File: src/hdl/mailbox_regs.svh
/*
  Constants of the network slave mailbox: slot offsets in the mailboxes, coordination
  byte bit positions, reset values and address limits.
  Assumes it is included by bare name from the package and the design modules.
*/
`ifndef MAILBOX_REGS_SVH
`define MAILBOX_REGS_SVH

// ----------------------------------------------------------------------------
// Mailbox layout
// ----------------------------------------------------------------------------
`define MBOX_DEPTH   66
`define MBOX_AW      7
`define SLOT_LEN     7'h00
`define SLOT_DEST    7'h01
`define SLOT_DATA    7'h02
`define MAX_PAYLOAD  8'h40
`define DEST_MASTER  5'h00
`define DEST_BCAST   5'h1f
`define DEST_MSB     4

// ----------------------------------------------------------------------------
// Coordination bytes
// ----------------------------------------------------------------------------
`define SEND_REQ_BIT   7
`define SEND_EXPR_BIT  4
`define SEND_ERR_BIT   0
`define RECV_READY_BIT 7
`define RECV_EXPR_BIT  4
`define HDR_EXPR     7
`define KB_RESET     8'h00
`define BYTE_ZERO    8'h00

`endif

File: src/hdl/mailbox_pkg.sv
/*
  Types shared by the network slave mailbox modules.
  Assumes mailbox_regs.svh is on the include path.
*/
package mailbox_pkg;
  `include "mailbox_regs.svh"

  // --------------------------------------------------------------------------
  // Transmit sequencer states
  // --------------------------------------------------------------------------
  typedef enum logic [2:0] {
    S_IDLE = 3'b000,
    S_HDR  = 3'b001,
    S_LEN  = 3'b010,
    S_DATA = 3'b011,
    S_ACK  = 3'b100
  } tx_state_t;
endpackage

File: src/hdl/mbox_port_if.sv
/*
  Port bundle between the mailbox owner logic and one mailbox byte store.
  Assumes both ends run on the same clock.
*/
`timescale 1ns/1ps
interface mbox_port_if #(parameter int AW = 7);
  logic          wr_en;
  logic [AW-1:0] wr_addr;
  logic [7:0]    wr_data;
  logic [AW-1:0] rd_addr;
  logic [7:0]    rd_data;

  modport owner (output wr_en, output wr_addr, output wr_data, output rd_addr, input rd_data);
  modport store (input wr_en, input wr_addr, input wr_data, input rd_addr, output rd_data);
endinterface

File: src/hdl/mailbox_store.sv
/*
  One mailbox byte store: synchronous write, combinational read.
  Assumes the owner keeps write addresses below DEPTH.
*/
`timescale 1ns/1ps
module mailbox_store #(
  parameter int DEPTH = 66,
  parameter int AW    = 7
) (
  input  wire logic clk_sys_i,
  mbox_port_if.store mb
);
  logic [7:0] mem [DEPTH];

  // ----------------------------------------------------------------------------
  // Storage
  // ----------------------------------------------------------------------------
  // No reset on the array: contents are only meaningful after a fill
  always_ff @(posedge clk_sys_i) begin
    if (mb.wr_en) begin
      mem[mb.wr_addr] <= mb.wr_data;
    end
  end

  // Read returns zero beyond the last slot
  assign mb.rd_data = (int'(mb.rd_addr) < DEPTH) ? mem[mb.rd_addr] : 8'h00;
endmodule

File: src/hdl/network_slave_mailbox.sv
/*
  Slave-side message exchange: send mailbox with send coordination byte, receive
  mailbox with receive coordination byte, and a byte-stream link to the line interface.
  Assumes the link signals come from logic on clk_sys_i and that the line interface
  raises net_poll_i when the master grants this slave a send slot.
*/
`timescale 1ns/1ps
`include "mailbox_regs.svh"
module network_slave_mailbox
  import mailbox_pkg::*;
#(
  parameter int DEPTH = `MBOX_DEPTH,
  parameter int AW    = `MBOX_AW
) (
  input  wire logic          clk_sys_i,
  input  wire logic          srst_i,
  input  wire logic          cp_wr_i,
  input  wire logic [AW-1:0] cp_addr_i,
  input  wire logic [7:0]    cp_wdata_i,
  input  wire logic          cp_coord_wr_i,
  input  wire logic [7:0]    cp_coord_data_i,
  input  wire logic [AW-1:0] cp_rx_addr_i,
  input  wire logic          cp_rx_release_i,
  output logic      [7:0]    send_coord_o,
  output logic      [7:0]    recv_coord_o,
  output logic      [7:0]    rx_rd_data_o,
  input  wire logic          net_poll_i,
  input  wire logic          tx_ready_i,
  input  wire logic          net_ack_i,
  input  wire logic          net_nak_i,
  output logic               tx_valid_o,
  output logic      [7:0]    tx_data_o,
  output logic               tx_last_o,
  output logic               tx_pending_o,
  output logic               tx_express_o,
  input  wire logic          rx_valid_i,
  input  wire logic [7:0]    rx_data_i,
  input  wire logic          rx_last_i,
  output logic               rx_busy_o
);
  mbox_port_if #(.AW(AW)) tx_mb ();
  mbox_port_if #(.AW(AW)) rx_mb ();

  tx_state_t     state_reg;
  logic [7:0]    send_coord_reg;
  logic [7:0]    recv_coord_reg;
  logic [7:0]    send_len_reg;
  logic [4:0]    send_dest_reg;
  logic [AW-1:0] tx_idx_reg;
  logic [AW-1:0] rx_cnt_reg;
  logic          rx_in_frame_reg;
  logic          rx_take_reg;
  logic          rx_over_reg;

  // ----------------------------------------------------------------------------
  // Mailbox stores
  // ----------------------------------------------------------------------------
  mailbox_store #(.DEPTH(DEPTH), .AW(AW)) send_store (
    .clk_sys_i (clk_sys_i),
    .mb        (tx_mb.store)
  );
  mailbox_store #(.DEPTH(DEPTH), .AW(AW)) recv_store (
    .clk_sys_i (clk_sys_i),
    .mb        (rx_mb.store)
  );

  // ----------------------------------------------------------------------------
  // Send side decode
  // ----------------------------------------------------------------------------
  // Mailbox is locked while a request is pending, so the frame cannot change mid-send
  wire       send_busy = send_coord_reg[`SEND_REQ_BIT];
  wire       cp_fill   = cp_wr_i && !send_busy;
  wire       len_bad   = (send_len_reg == `BYTE_ZERO) || (send_len_reg > `MAX_PAYLOAD);
  wire [7:0] hdr_byte  = {send_coord_reg[`SEND_EXPR_BIT], 2'b00, send_dest_reg};
  wire       tx_adv    = tx_valid_o && tx_ready_i;
  wire       data_done = ({1'b0, tx_idx_reg} == send_len_reg);
  wire       next_last = ({1'b0, tx_idx_reg} + 8'h01 == send_len_reg);
  wire       tx_finish = (state_reg == S_ACK) && (net_ack_i || net_nak_i);
  wire       tx_reject = (state_reg == S_IDLE) && send_busy && len_bad;

  assign tx_mb.wr_en   = cp_fill;
  assign tx_mb.wr_addr = cp_addr_i;
  assign tx_mb.wr_data = cp_wdata_i;
  assign tx_mb.rd_addr = `SLOT_DATA + tx_idx_reg;

  // Length and destination shadowed so the header needs no extra read port
  always_ff @(posedge clk_sys_i) begin
    if (srst_i) begin
      send_len_reg  <= `KB_RESET;
      send_dest_reg <= `DEST_MASTER;
    end else if (cp_fill && cp_addr_i == `SLOT_LEN) begin
      send_len_reg  <= cp_wdata_i;
    end else if (cp_fill && cp_addr_i == `SLOT_DEST) begin
      send_dest_reg <= cp_wdata_i[`DEST_MSB:0];
    end
  end

  // ----------------------------------------------------------------------------
  // Send coordination byte
  // ----------------------------------------------------------------------------
  // Program writes are ignored while busy; the hardware clear can never collide with one
  always_ff @(posedge clk_sys_i) begin
    if (srst_i) begin
      send_coord_reg <= `KB_RESET;
    end else if (tx_finish || tx_reject) begin
      send_coord_reg[`SEND_REQ_BIT] <= 1'b0;
      send_coord_reg[`SEND_ERR_BIT] <= net_nak_i || tx_reject;
    end else if (cp_coord_wr_i && !send_busy) begin
      send_coord_reg <= cp_coord_data_i & ((8'h01 << `SEND_REQ_BIT) | (8'h01 << `SEND_EXPR_BIT));
    end
  end

  // ----------------------------------------------------------------------------
  // Transmit sequencer: header, length, payload, then wait for the line verdict
  // ----------------------------------------------------------------------------
  always_ff @(posedge clk_sys_i) begin
    if (srst_i) begin
      state_reg  <= S_IDLE;
      tx_valid_o <= 1'b0;
      tx_data_o  <= `BYTE_ZERO;
      tx_last_o  <= 1'b0;
      tx_idx_reg <= '0;
    end else begin
      unique case (state_reg)
        S_IDLE: begin
          if (send_busy && !len_bad && net_poll_i) begin
            tx_valid_o <= 1'b1;
            tx_data_o  <= hdr_byte;
            state_reg  <= S_HDR;
          end
        end
        S_HDR: begin
          if (tx_adv) begin
            tx_data_o <= send_len_reg;
            state_reg <= S_LEN;
          end
        end
        S_LEN: begin
          if (tx_adv) begin
            tx_data_o  <= tx_mb.rd_data;
            tx_last_o  <= next_last;
            tx_idx_reg <= tx_idx_reg + 1'b1;
            state_reg  <= S_DATA;
          end
        end
        S_DATA: begin
          if (tx_adv && data_done) begin
            tx_valid_o <= 1'b0;
            tx_last_o  <= 1'b0;
            state_reg  <= S_ACK;
          end else if (tx_adv) begin
            tx_data_o  <= tx_mb.rd_data;
            tx_last_o  <= next_last;
            tx_idx_reg <= tx_idx_reg + 1'b1;
          end
        end
        S_ACK: begin
          tx_idx_reg <= '0;
          if (tx_finish) begin
            state_reg <= S_IDLE;
          end
        end
        default: begin
          state_reg  <= S_IDLE;
          tx_valid_o <= 1'b0;
        end
      endcase
    end
  end

  // Express requests tell the line interface to claim the next slot first
  always_ff @(posedge clk_sys_i) begin
    if (srst_i) begin
      tx_pending_o <= 1'b0;
      tx_express_o <= 1'b0;
    end else begin
      tx_pending_o <= send_busy;
      tx_express_o <= send_busy && send_coord_reg[`SEND_EXPR_BIT];
    end
  end

  // ----------------------------------------------------------------------------
  // Receive side decode
  // ----------------------------------------------------------------------------
  // Frame byte 0 is the source, byte 1 the length; swapped into mailbox slots 1 and 0
  wire          rx_ready = recv_coord_reg[`RECV_READY_BIT];
  wire          rx_take  = rx_in_frame_reg ? rx_take_reg : rx_ready;
  wire          rx_fits  = int'(rx_cnt_reg) < DEPTH;
  wire          rx_we    = rx_valid_i && rx_take && rx_fits;
  wire          rx_done  = rx_valid_i && rx_last_i && rx_take && rx_fits && !rx_over_reg;
  wire [AW-1:0] rx_slot  = (rx_cnt_reg == `SLOT_LEN) ? `SLOT_DEST :
                           (rx_cnt_reg == `SLOT_DEST) ? `SLOT_LEN : rx_cnt_reg;

  assign rx_mb.wr_en   = rx_we;
  assign rx_mb.wr_addr = rx_slot;
  assign rx_mb.wr_data = (rx_cnt_reg == `SLOT_LEN) ? {3'b000, rx_data_i[`DEST_MSB:0]} : rx_data_i;
  assign rx_mb.rd_addr = cp_rx_addr_i;

  // Frame tracking; an overlong frame is dropped so the mailbox never shows a cut message
  always_ff @(posedge clk_sys_i) begin
    if (srst_i) begin
      rx_cnt_reg      <= '0;
      rx_in_frame_reg <= 1'b0;
      rx_take_reg     <= 1'b0;
      rx_over_reg     <= 1'b0;
    end else if (rx_valid_i && rx_last_i) begin
      rx_cnt_reg      <= '0;
      rx_in_frame_reg <= 1'b0;
      rx_over_reg     <= 1'b0;
    end else if (rx_valid_i) begin
      rx_cnt_reg      <= rx_fits ? rx_cnt_reg + 1'b1 : rx_cnt_reg;
      rx_in_frame_reg <= 1'b1;
      rx_take_reg     <= rx_take;
      rx_over_reg     <= rx_over_reg || !rx_fits;
    end
  end

  // ----------------------------------------------------------------------------
  // Receive coordination byte and read port
  // ----------------------------------------------------------------------------
  // Master and slave sources take the same path; the source number is only stored
  always_ff @(posedge clk_sys_i) begin
    if (srst_i) begin
      recv_coord_reg <= `KB_RESET;
    end else if (rx_done) begin
      recv_coord_reg[`RECV_READY_BIT] <= 1'b0;
    end else if (cp_rx_release_i) begin
      recv_coord_reg[`RECV_READY_BIT] <= 1'b1;
    end
    if (!srst_i && rx_we && rx_cnt_reg == `SLOT_LEN) begin
      recv_coord_reg[`RECV_EXPR_BIT] <= rx_data_i[`HDR_EXPR];
    end
  end

  always_ff @(posedge clk_sys_i) begin
    if (srst_i) begin
      rx_rd_data_o <= `BYTE_ZERO;
      rx_busy_o    <= 1'b1;
    end else begin
      rx_rd_data_o <= rx_mb.rd_data;
      rx_busy_o    <= !recv_coord_reg[`RECV_READY_BIT] || rx_done;
    end
  end

  assign send_coord_o = send_coord_reg;
  assign recv_coord_o = recv_coord_reg;
endmodule

File: config.mk
export PLATFORM = sky130hd
export DESIGN_NAME = network_slave_mailbox
export DESIGN_NICKNAME = d
export VERILOG_FILES = /design/src/hdl/mailbox_pkg.sv /design/src/hdl/mbox_port_if.sv /design/src/hdl/mailbox_store.sv /design/src/hdl/network_slave_mailbox.sv
export VERILOG_INCLUDE_DIRS = /design/src /design/src/hdl
export SDC_FILE = /design/constraint.sdc
export NUM_CORES = 1
export LEC_CHECK = 0
export BUFFER_PORTS_ARGS = -buffer_cell sky130_fd_sc_hd__buf_2
export CAP_MARGIN = 10
export CORE_MARGIN = 5
export CORE_UTILIZATION = 45
export CTS_BUF_LIST = sky130_fd_sc_hd__clkbuf_8
export CTS_CLUSTER_SIZE = 40
export DETAILED_ROUTE_END_ITERATION = 7
export PLACE_DENSITY = 0.59
export RECOVER_POWER = 25
export SYNTH_ARGS = -nofsm -noshare
export SYNTH_HDL_FRONTEND = slang
export SYNTH_SLANG_ARGS = --single-unit
File: constraint.sdc
create_clock -name clk_sys_i -period 3.2 [get_ports clk_sys_i]
set_input_delay 0.32 -clock clk_sys_i [delete_from_list [all_inputs] [get_ports clk_sys_i]]
set_output_delay 0.32 -clock clk_sys_i [all_outputs]
set_load 0.005 [all_outputs]
Word level (Yosys, flattened, before mapping)
Memory sizes are Yosys's and may differ from the RTL's. A register that Yosys moved wholly into a read port is not among the register bits.
Cells that the tools add are included.
{"block": "totals", "elab_cells": 135, "n_memories": 2, "ram_bits": 1056, "register_bits": 51}
{"block": "classes", "eq_ne": 14, "n_addsub": 4, "n_mux": 33, "bitwise": 5, "order_cmp": 4, "reduce_logical": 54}
{"name": "recv_store.mem", "depth": 66, "word_bits": 8, "rd": 1, "rd_ports_with_merged_regs": 1, "wr": 1, "line": "mailbox_store.sv:13", "rtl": "logic [7:0] mem [DEPTH];"}
{"name": "send_store.mem", "depth": 66, "word_bits": 8, "rd": 1, "rd_ports_with_merged_regs": 0, "wr": 1, "line": "mailbox_store.sv:13"}
{"op": "$mux 8", "count": 6}
{"op": "$pmux 8 s4", "count": 1}
{"op": "$mux 7", "count": 4}
{"op": "$lt 7x7->1 const B", "count": 3}
{"op": "$pmux 7 s3", "count": 1}
{"op": "$logic_and 1x1->1", "count": 20}
{"op": "$mux 3", "count": 5}
{"op": "$pmux 3 s5", "count": 1}
{"op": "$add 7x1->7 const B", "count": 2}
{"op": "$eq 7x1->1 const B", "count": 2}
{"op": "$logic_not 7->1", "count": 2}
{"op": "$mux 1", "count": 12}
{"op": "$ne 2x2->1 const B", "count": 5}
{"op": "$reduce_and 2->1", "count": 5}
{"op": "$add 7x1->8 const B", "count": 1}
{"op": "$eq 7x8->1", "count": 1}
{"op": "$eq 8x8->1", "count": 1}
{"op": "$gt 8x7->1 const B", "count": 1}
{"op": "$logic_not 8->1", "count": 1}
{"op": "$reduce_or 2->1", "count": 4}
{"op": "$add 2x7->7 const A", "count": 1}
{"op": "$eq 3x2->1 const B", "count": 2}
{"op": "$logic_not 1->1", "count": 6}
{"op": "$logic_or 1x1->1", "count": 6}
{"op": "15 further kinds", "count": 21}

Longest topological paths before layout
{"block": "depth", "ltp_word": 7, "mapped_depth": 10, "mapped_depth_nobuf": 7}

Hierarchy
A second synthesis with hierarchy kept.
{"block": "unflattened", "hier_cells": 2405, "area_unflattened_um2": 44856.8}
{"mod": "mailbox_store", "area_per_inst_um2": 20898.8, "cells_each": 1021, "n_inst": 2, "seq_area_each_um2": 15855.2}
{"mod": "network_slave_mailbox", "area_per_inst_um2": 3059.2, "cells_each": 363, "n_inst": 1, "seq_area_each_um2": 1191.1}

Least setup slack after synthesis
No wires, ideal clock.
{"block": "synth_timing", "path_kind": "register to register", "start": "reg tx_idx_reg[2]", "end": "reg tx_data_o[0]", "path_buffers": 2, "stages_incl_launch_ff": 9, "setup_ps": 141, "path_slack_ps": 798, "required_time_ps": 3059, "arrival_ps": 2261, "path_cell_list": "dfxtp_1 ha_1 buf_4 clkbuf_1 mux4_2 mux2_2 a2111oi_0 and3_1 a211oi_1"}
{"block": "synth_between", "elab_chain_len": 6}
{"element": "start, declared", "line": "network_slave_mailbox.sv:49", "rtl": "logic [AW-1:0] tx_idx_reg;"}
{"element": "start signal, assigned", "line": "network_slave_mailbox.sv:142", "rtl": "tx_idx_reg <= tx_idx_reg + 1'b1;"}
{"element": "start signal, assigned", "line": "network_slave_mailbox.sv:154", "rtl": "tx_idx_reg <= tx_idx_reg + 1'b1;"}
{"element": "$add 2x7->7 (no line)"}
{"element": "$mem_v2 66x8 / $lt 7x7->1 (equally long branches)"}
{"element": "$mux 8", "line": "mailbox_store.sv:26", "rtl": "assign mb.rd_data = (int'(mb.rd_addr) < DEPTH) ? mem[mb.rd_addr] : 8'h00;"}
{"element": "$mux 8", "line": "network_slave_mailbox.sv:139, network_slave_mailbox.sv:151"}
{"element": "$mux 8", "line": "network_slave_mailbox.sv:147", "rtl": "if (tx_adv && data_done) begin"}
{"element": "$pmux 8 s4", "line": "network_slave_mailbox.sv:124", "rtl": "unique case (state_reg)"}
{"element": "end signal, assigned", "line": "network_slave_mailbox.sv:128", "rtl": "tx_data_o <= hdr_byte;"}
{"element": "end signal, assigned", "line": "network_slave_mailbox.sv:140", "rtl": "tx_data_o <= tx_mb.rd_data;"}
{"element": "end signal, assigned", "line": "network_slave_mailbox.sv:152", "rtl": "tx_data_o <= tx_mb.rd_data;"}
{"element": "end, declared", "line": "network_slave_mailbox.sv:32", "rtl": "output logic [7:0] tx_data_o,"}
Parallel ways exist; a longest one is shown, timed or not. The select of a mux whose other input is x is not followed.
A chain may end at the register's enable or synchronous reset.

Worst setup path after layout
{"block": "layout_timing", "start": "reg tx_idx_reg[0]", "end": "reg tx_data_o[4]"}
Same word-level chain as after synthesis.

==> summary.md <==
| Metric | Value |
|---|---|
| Status | `complete, but fails checks` |
| Failing checks | `capacitance limit, slew limit` |
| Relative slew slack | `-87.1%` |
| Antenna violations before repair | `9` |
| Layout cells sized above 1 | `28.6%` |
| DR pass1 iterations | `6` |
| CTS tree | `built` |
| Clock sinks | `1115` |
| Warnings, synthesis | `0` |
| Ys flop type | `edfxtp_1` |
| Starting Density | `45.3%` |
| FF+latch count, synth | `around 1100` |
| Post-CTS setup buffer count | `0` |
| Reg clk slew, reported paths | `approximately 0.07 ns` |
| CP endpoint kind | `flip-flop` |
| First-pass GRT wire length | `153 mm` |
| Fmax | `0.337 GHz` |
| Synth Instances | `2255` |
| DIE HEIGHT | `324 µm` |
| Grt total ovfl | `0` |
| Final Max Slew Viols | `448` |
| Commonest non-fill, non-tap cell in the layout | `edfxtp_1` |
| Worst R2R Setup Slack | `0.24 ns` |
| Reg2reg path depth | `7` |
| Clock root buffer | `clkbuf_8` |
| GPL Wtd Cong | `0.840` |
| Hold path depth | `3` |
| Inst Count DP | `3680` |
| Reg2Reg Launch Point | `tx_idx_reg[0]` |
| Max_cap viols | `10` |
| Via count | `22800` |
| Post-DRT Antenna Nets | `0` |
| Num CTS Buffers | `between 150 and 200` |
| Mean Syn Cell Area | `19.7 µm²` |
| Core footprint | `between 0.09 and 0.1 mm²` |
| Top Registers | `recv_store.mem x528, send_store.mem x528` |
| Mapped Area | `0.0445 mm²` |
| Startpoint Class | `flip-flop` |
| Most frequent cells in the layout | `1057 x edfxtp_1, 269 x mux4_2, 185 x clkbuf_8` |
| CP Class | `flip-flop to flip-flop` |
| Post-route clock skew | `around 0.05 ns` |
| Die footprint | `0.105 mm²` |
| Unique masters post-synth | `81` |
| Pwr dens | `approximately 560 mW/mm²` |
| Maximum VDD drop | `between 0.4 and 0.5 mV` |
| Worst-Margin Slew | `2.81 ns` |
| # nets final | `2653` |
| R2r endpoint | `tx_data_o[4]` |
| Vias in the first global route | `23500` |
| Post-synth EDFFs | `1057` |
| Largest net degree at the start of global routing | `67` |
| I/O Buffers | `68` |
| Asr flop ratio synth | `0%` |
| Total Neg Setup Slack | `0 ns` |
| GRT Util Overall | `19.5%` |
| Area Overhead vs Synth | `14.7%` |
| Ports | `86` |
| Row count | `115` |
| Post-synthesis sequential area ratio | `73.9%` |
| Die Span X | `324 µm` |
| Clk Latency, worst-skew pair | `0.85 ns` |
| Post-Layout Cell Count | `slightly above 4000` |
| Final WL | `104 mm` |
| Iteration-0 DRC Markers | `between 1500 and 2000` |
| Final setup violation count | `0` |
| Routed vias/inst | `5.63` |
| Worst hold path startpoint | `cp_addr_i[1]` |
| Hold/Removal Path Class | `input port to flip-flop` |
| Leakage | `0.0163 µW` |
| Min Tclk post-route | `2.96 ns` |
| H-tree depth | `4` |
| Fin crit share | `92.6%` |
| Clock Path Buffers | `3` |
| RSZ-0062 raised after global routing | `false` |
| WP data arrival | `between 3 and 4 ns` |
| DRC | `0` |
| Post-DP HPWL | `66.0 mm` |
| CP Max Fanout | `20` |
| Final hold violation count | `0` |
| WP data required | `between 3 and 4 ns` |
| Hold endpoint | `send_store.mem[10][5]` |
| WL per Instance | `25.6 µm` |
-- synth_stat cells (6+ instances only) --
master	count	area [µm²]
buf_6	13	146
or3_1	9	56.3
o22ai_1	17	106
a2111oi_0	6	52.6
o21bai_1	8	60.1
a221oi_1	10	87.6
a22o_1	7	61.3
nand3b_1	11	82.6
buf_4	34	255
nand2b_1	13	81.3
a22oi_1	10	75.1
clkbuf_1	49	184
nor2b_1	30	188
edfxtp_1	1057	31700
mux2i_1	87	871
dfxtp_1	58	1160
inv_1	13	48.8
xnor2_1	7	61.3
a21oi_1	33	165
nor3_1	14	70.1
a211oi_1	12	90.1
and2_1	9	56.3
nand4_1	11	68.8
mux2_2	34	383
nand3_1	27	135
nor2_1	168	631
buf_2	27	135
mux4_2	269	6060
o22a_1	7	61.3
nor4_1	6	37.5
nand2_1	75	282
xor2_1	8	70.1
and3_1	7	43.8
o21ai_0	24	120
-- cell type report --
| type | count | area, µm² |
|---|---|---|
| diodes | 5 | 12.5 |
| clock buffers | 184 | 2530 |
| clock inverters | 142 | 837 |
| fillers | 7896 | 47300 |
| inverters | 15 | 56.3 |
| multi-input cells | 1007 | 10900 |
| flip-flops and latches | 1115 | 32900 |
| well taps | 1287 | 1610 |
| repair buffers | 283 | 2220 |
-- cells by family (layout without fill, tap and decap cells) --
logic type	Yosys count	in the layout	synth area share (%)
other	1	16	0.00843
AO/OA/AOI/OAI	174	174	2.74
adder cells (fa/ha/maj)	5	5	0.141
multiplexers	390	390	16.4
flip-flops	1115	1115	73.9
XOR/XNOR	19	19	0.467
AND/OR/NAND/NOR	408	408	4.44
buffers and inverters	143	624	1.83
-- per-stage QoR --
step | area (µm²) | util [%] | setup WS, ns | total power, µW | hold slack [ns]
after CTS | 51100 | 52.0 | 0.0776 | 28900 | 0.00903
after global routing | 51000 | 51.9 | 0.0156 | 29700 | 0.0658
final | 51000 | 51.9 | 0.236 | 28600 | 0.114
after global placement | 47400 | 48.2 | 0.136 | 17400 | 0.455
after floorplan | 44500 | - | 0.798 | 16900 | 0.410
after detailed placement | 47400 | 48.2 | 0.0454 | 17400 | 0.452
-- critical path, cell delays in order, from the launching register on --
cell,delay [ns]
dfxtp_4,0.63
buf_12,0.27
mux4_2,0.53
mux2_2,0.29
a2111oi_0,0.66
buf_4,0.23
and3_1,0.15
a211oi_1,0.06
-- layer usage --
metal / up-vias / share of wire (%) / global-route usage, %
li1: 9956 / - / -
met1: 11900 / 41 / 26.0
met2: 727 / 50 / 32.0
met3: 192 / 6.3 / 4.47
met4: 6 / 3.0 / 6.76
met5: - / 0.033 / 0
-- power by group --
part	internal, µW	total (µW)	switching (µW)
Clock	5940	11500	5550
Combinational	377	1080	700
Sequential	16000	16100	36.5
Total	22300	28600	6290
-- worst max-delay path by stage --
stage / start / end
after floorplan: tx_idx_reg[2] / tx_data_o[0]
after global placement: tx_idx_reg[0] / tx_data_o[3]
after detailed placement: tx_idx_reg[0] / tx_data_o[3]
after CTS: tx_idx_reg[0] / tx_data_o[3]
after global routing: tx_idx_reg[0] / tx_data_o[4]
final: tx_idx_reg[0] / tx_data_o[4]
-- repair_timing --
action	in CTS	in global routing
endpoints found under the setup margin	0	1
endpoints found under the hold margin	74	0
hold buffers	27	0
resized for setup	0	1
Power figures use the tool's default switching activity.
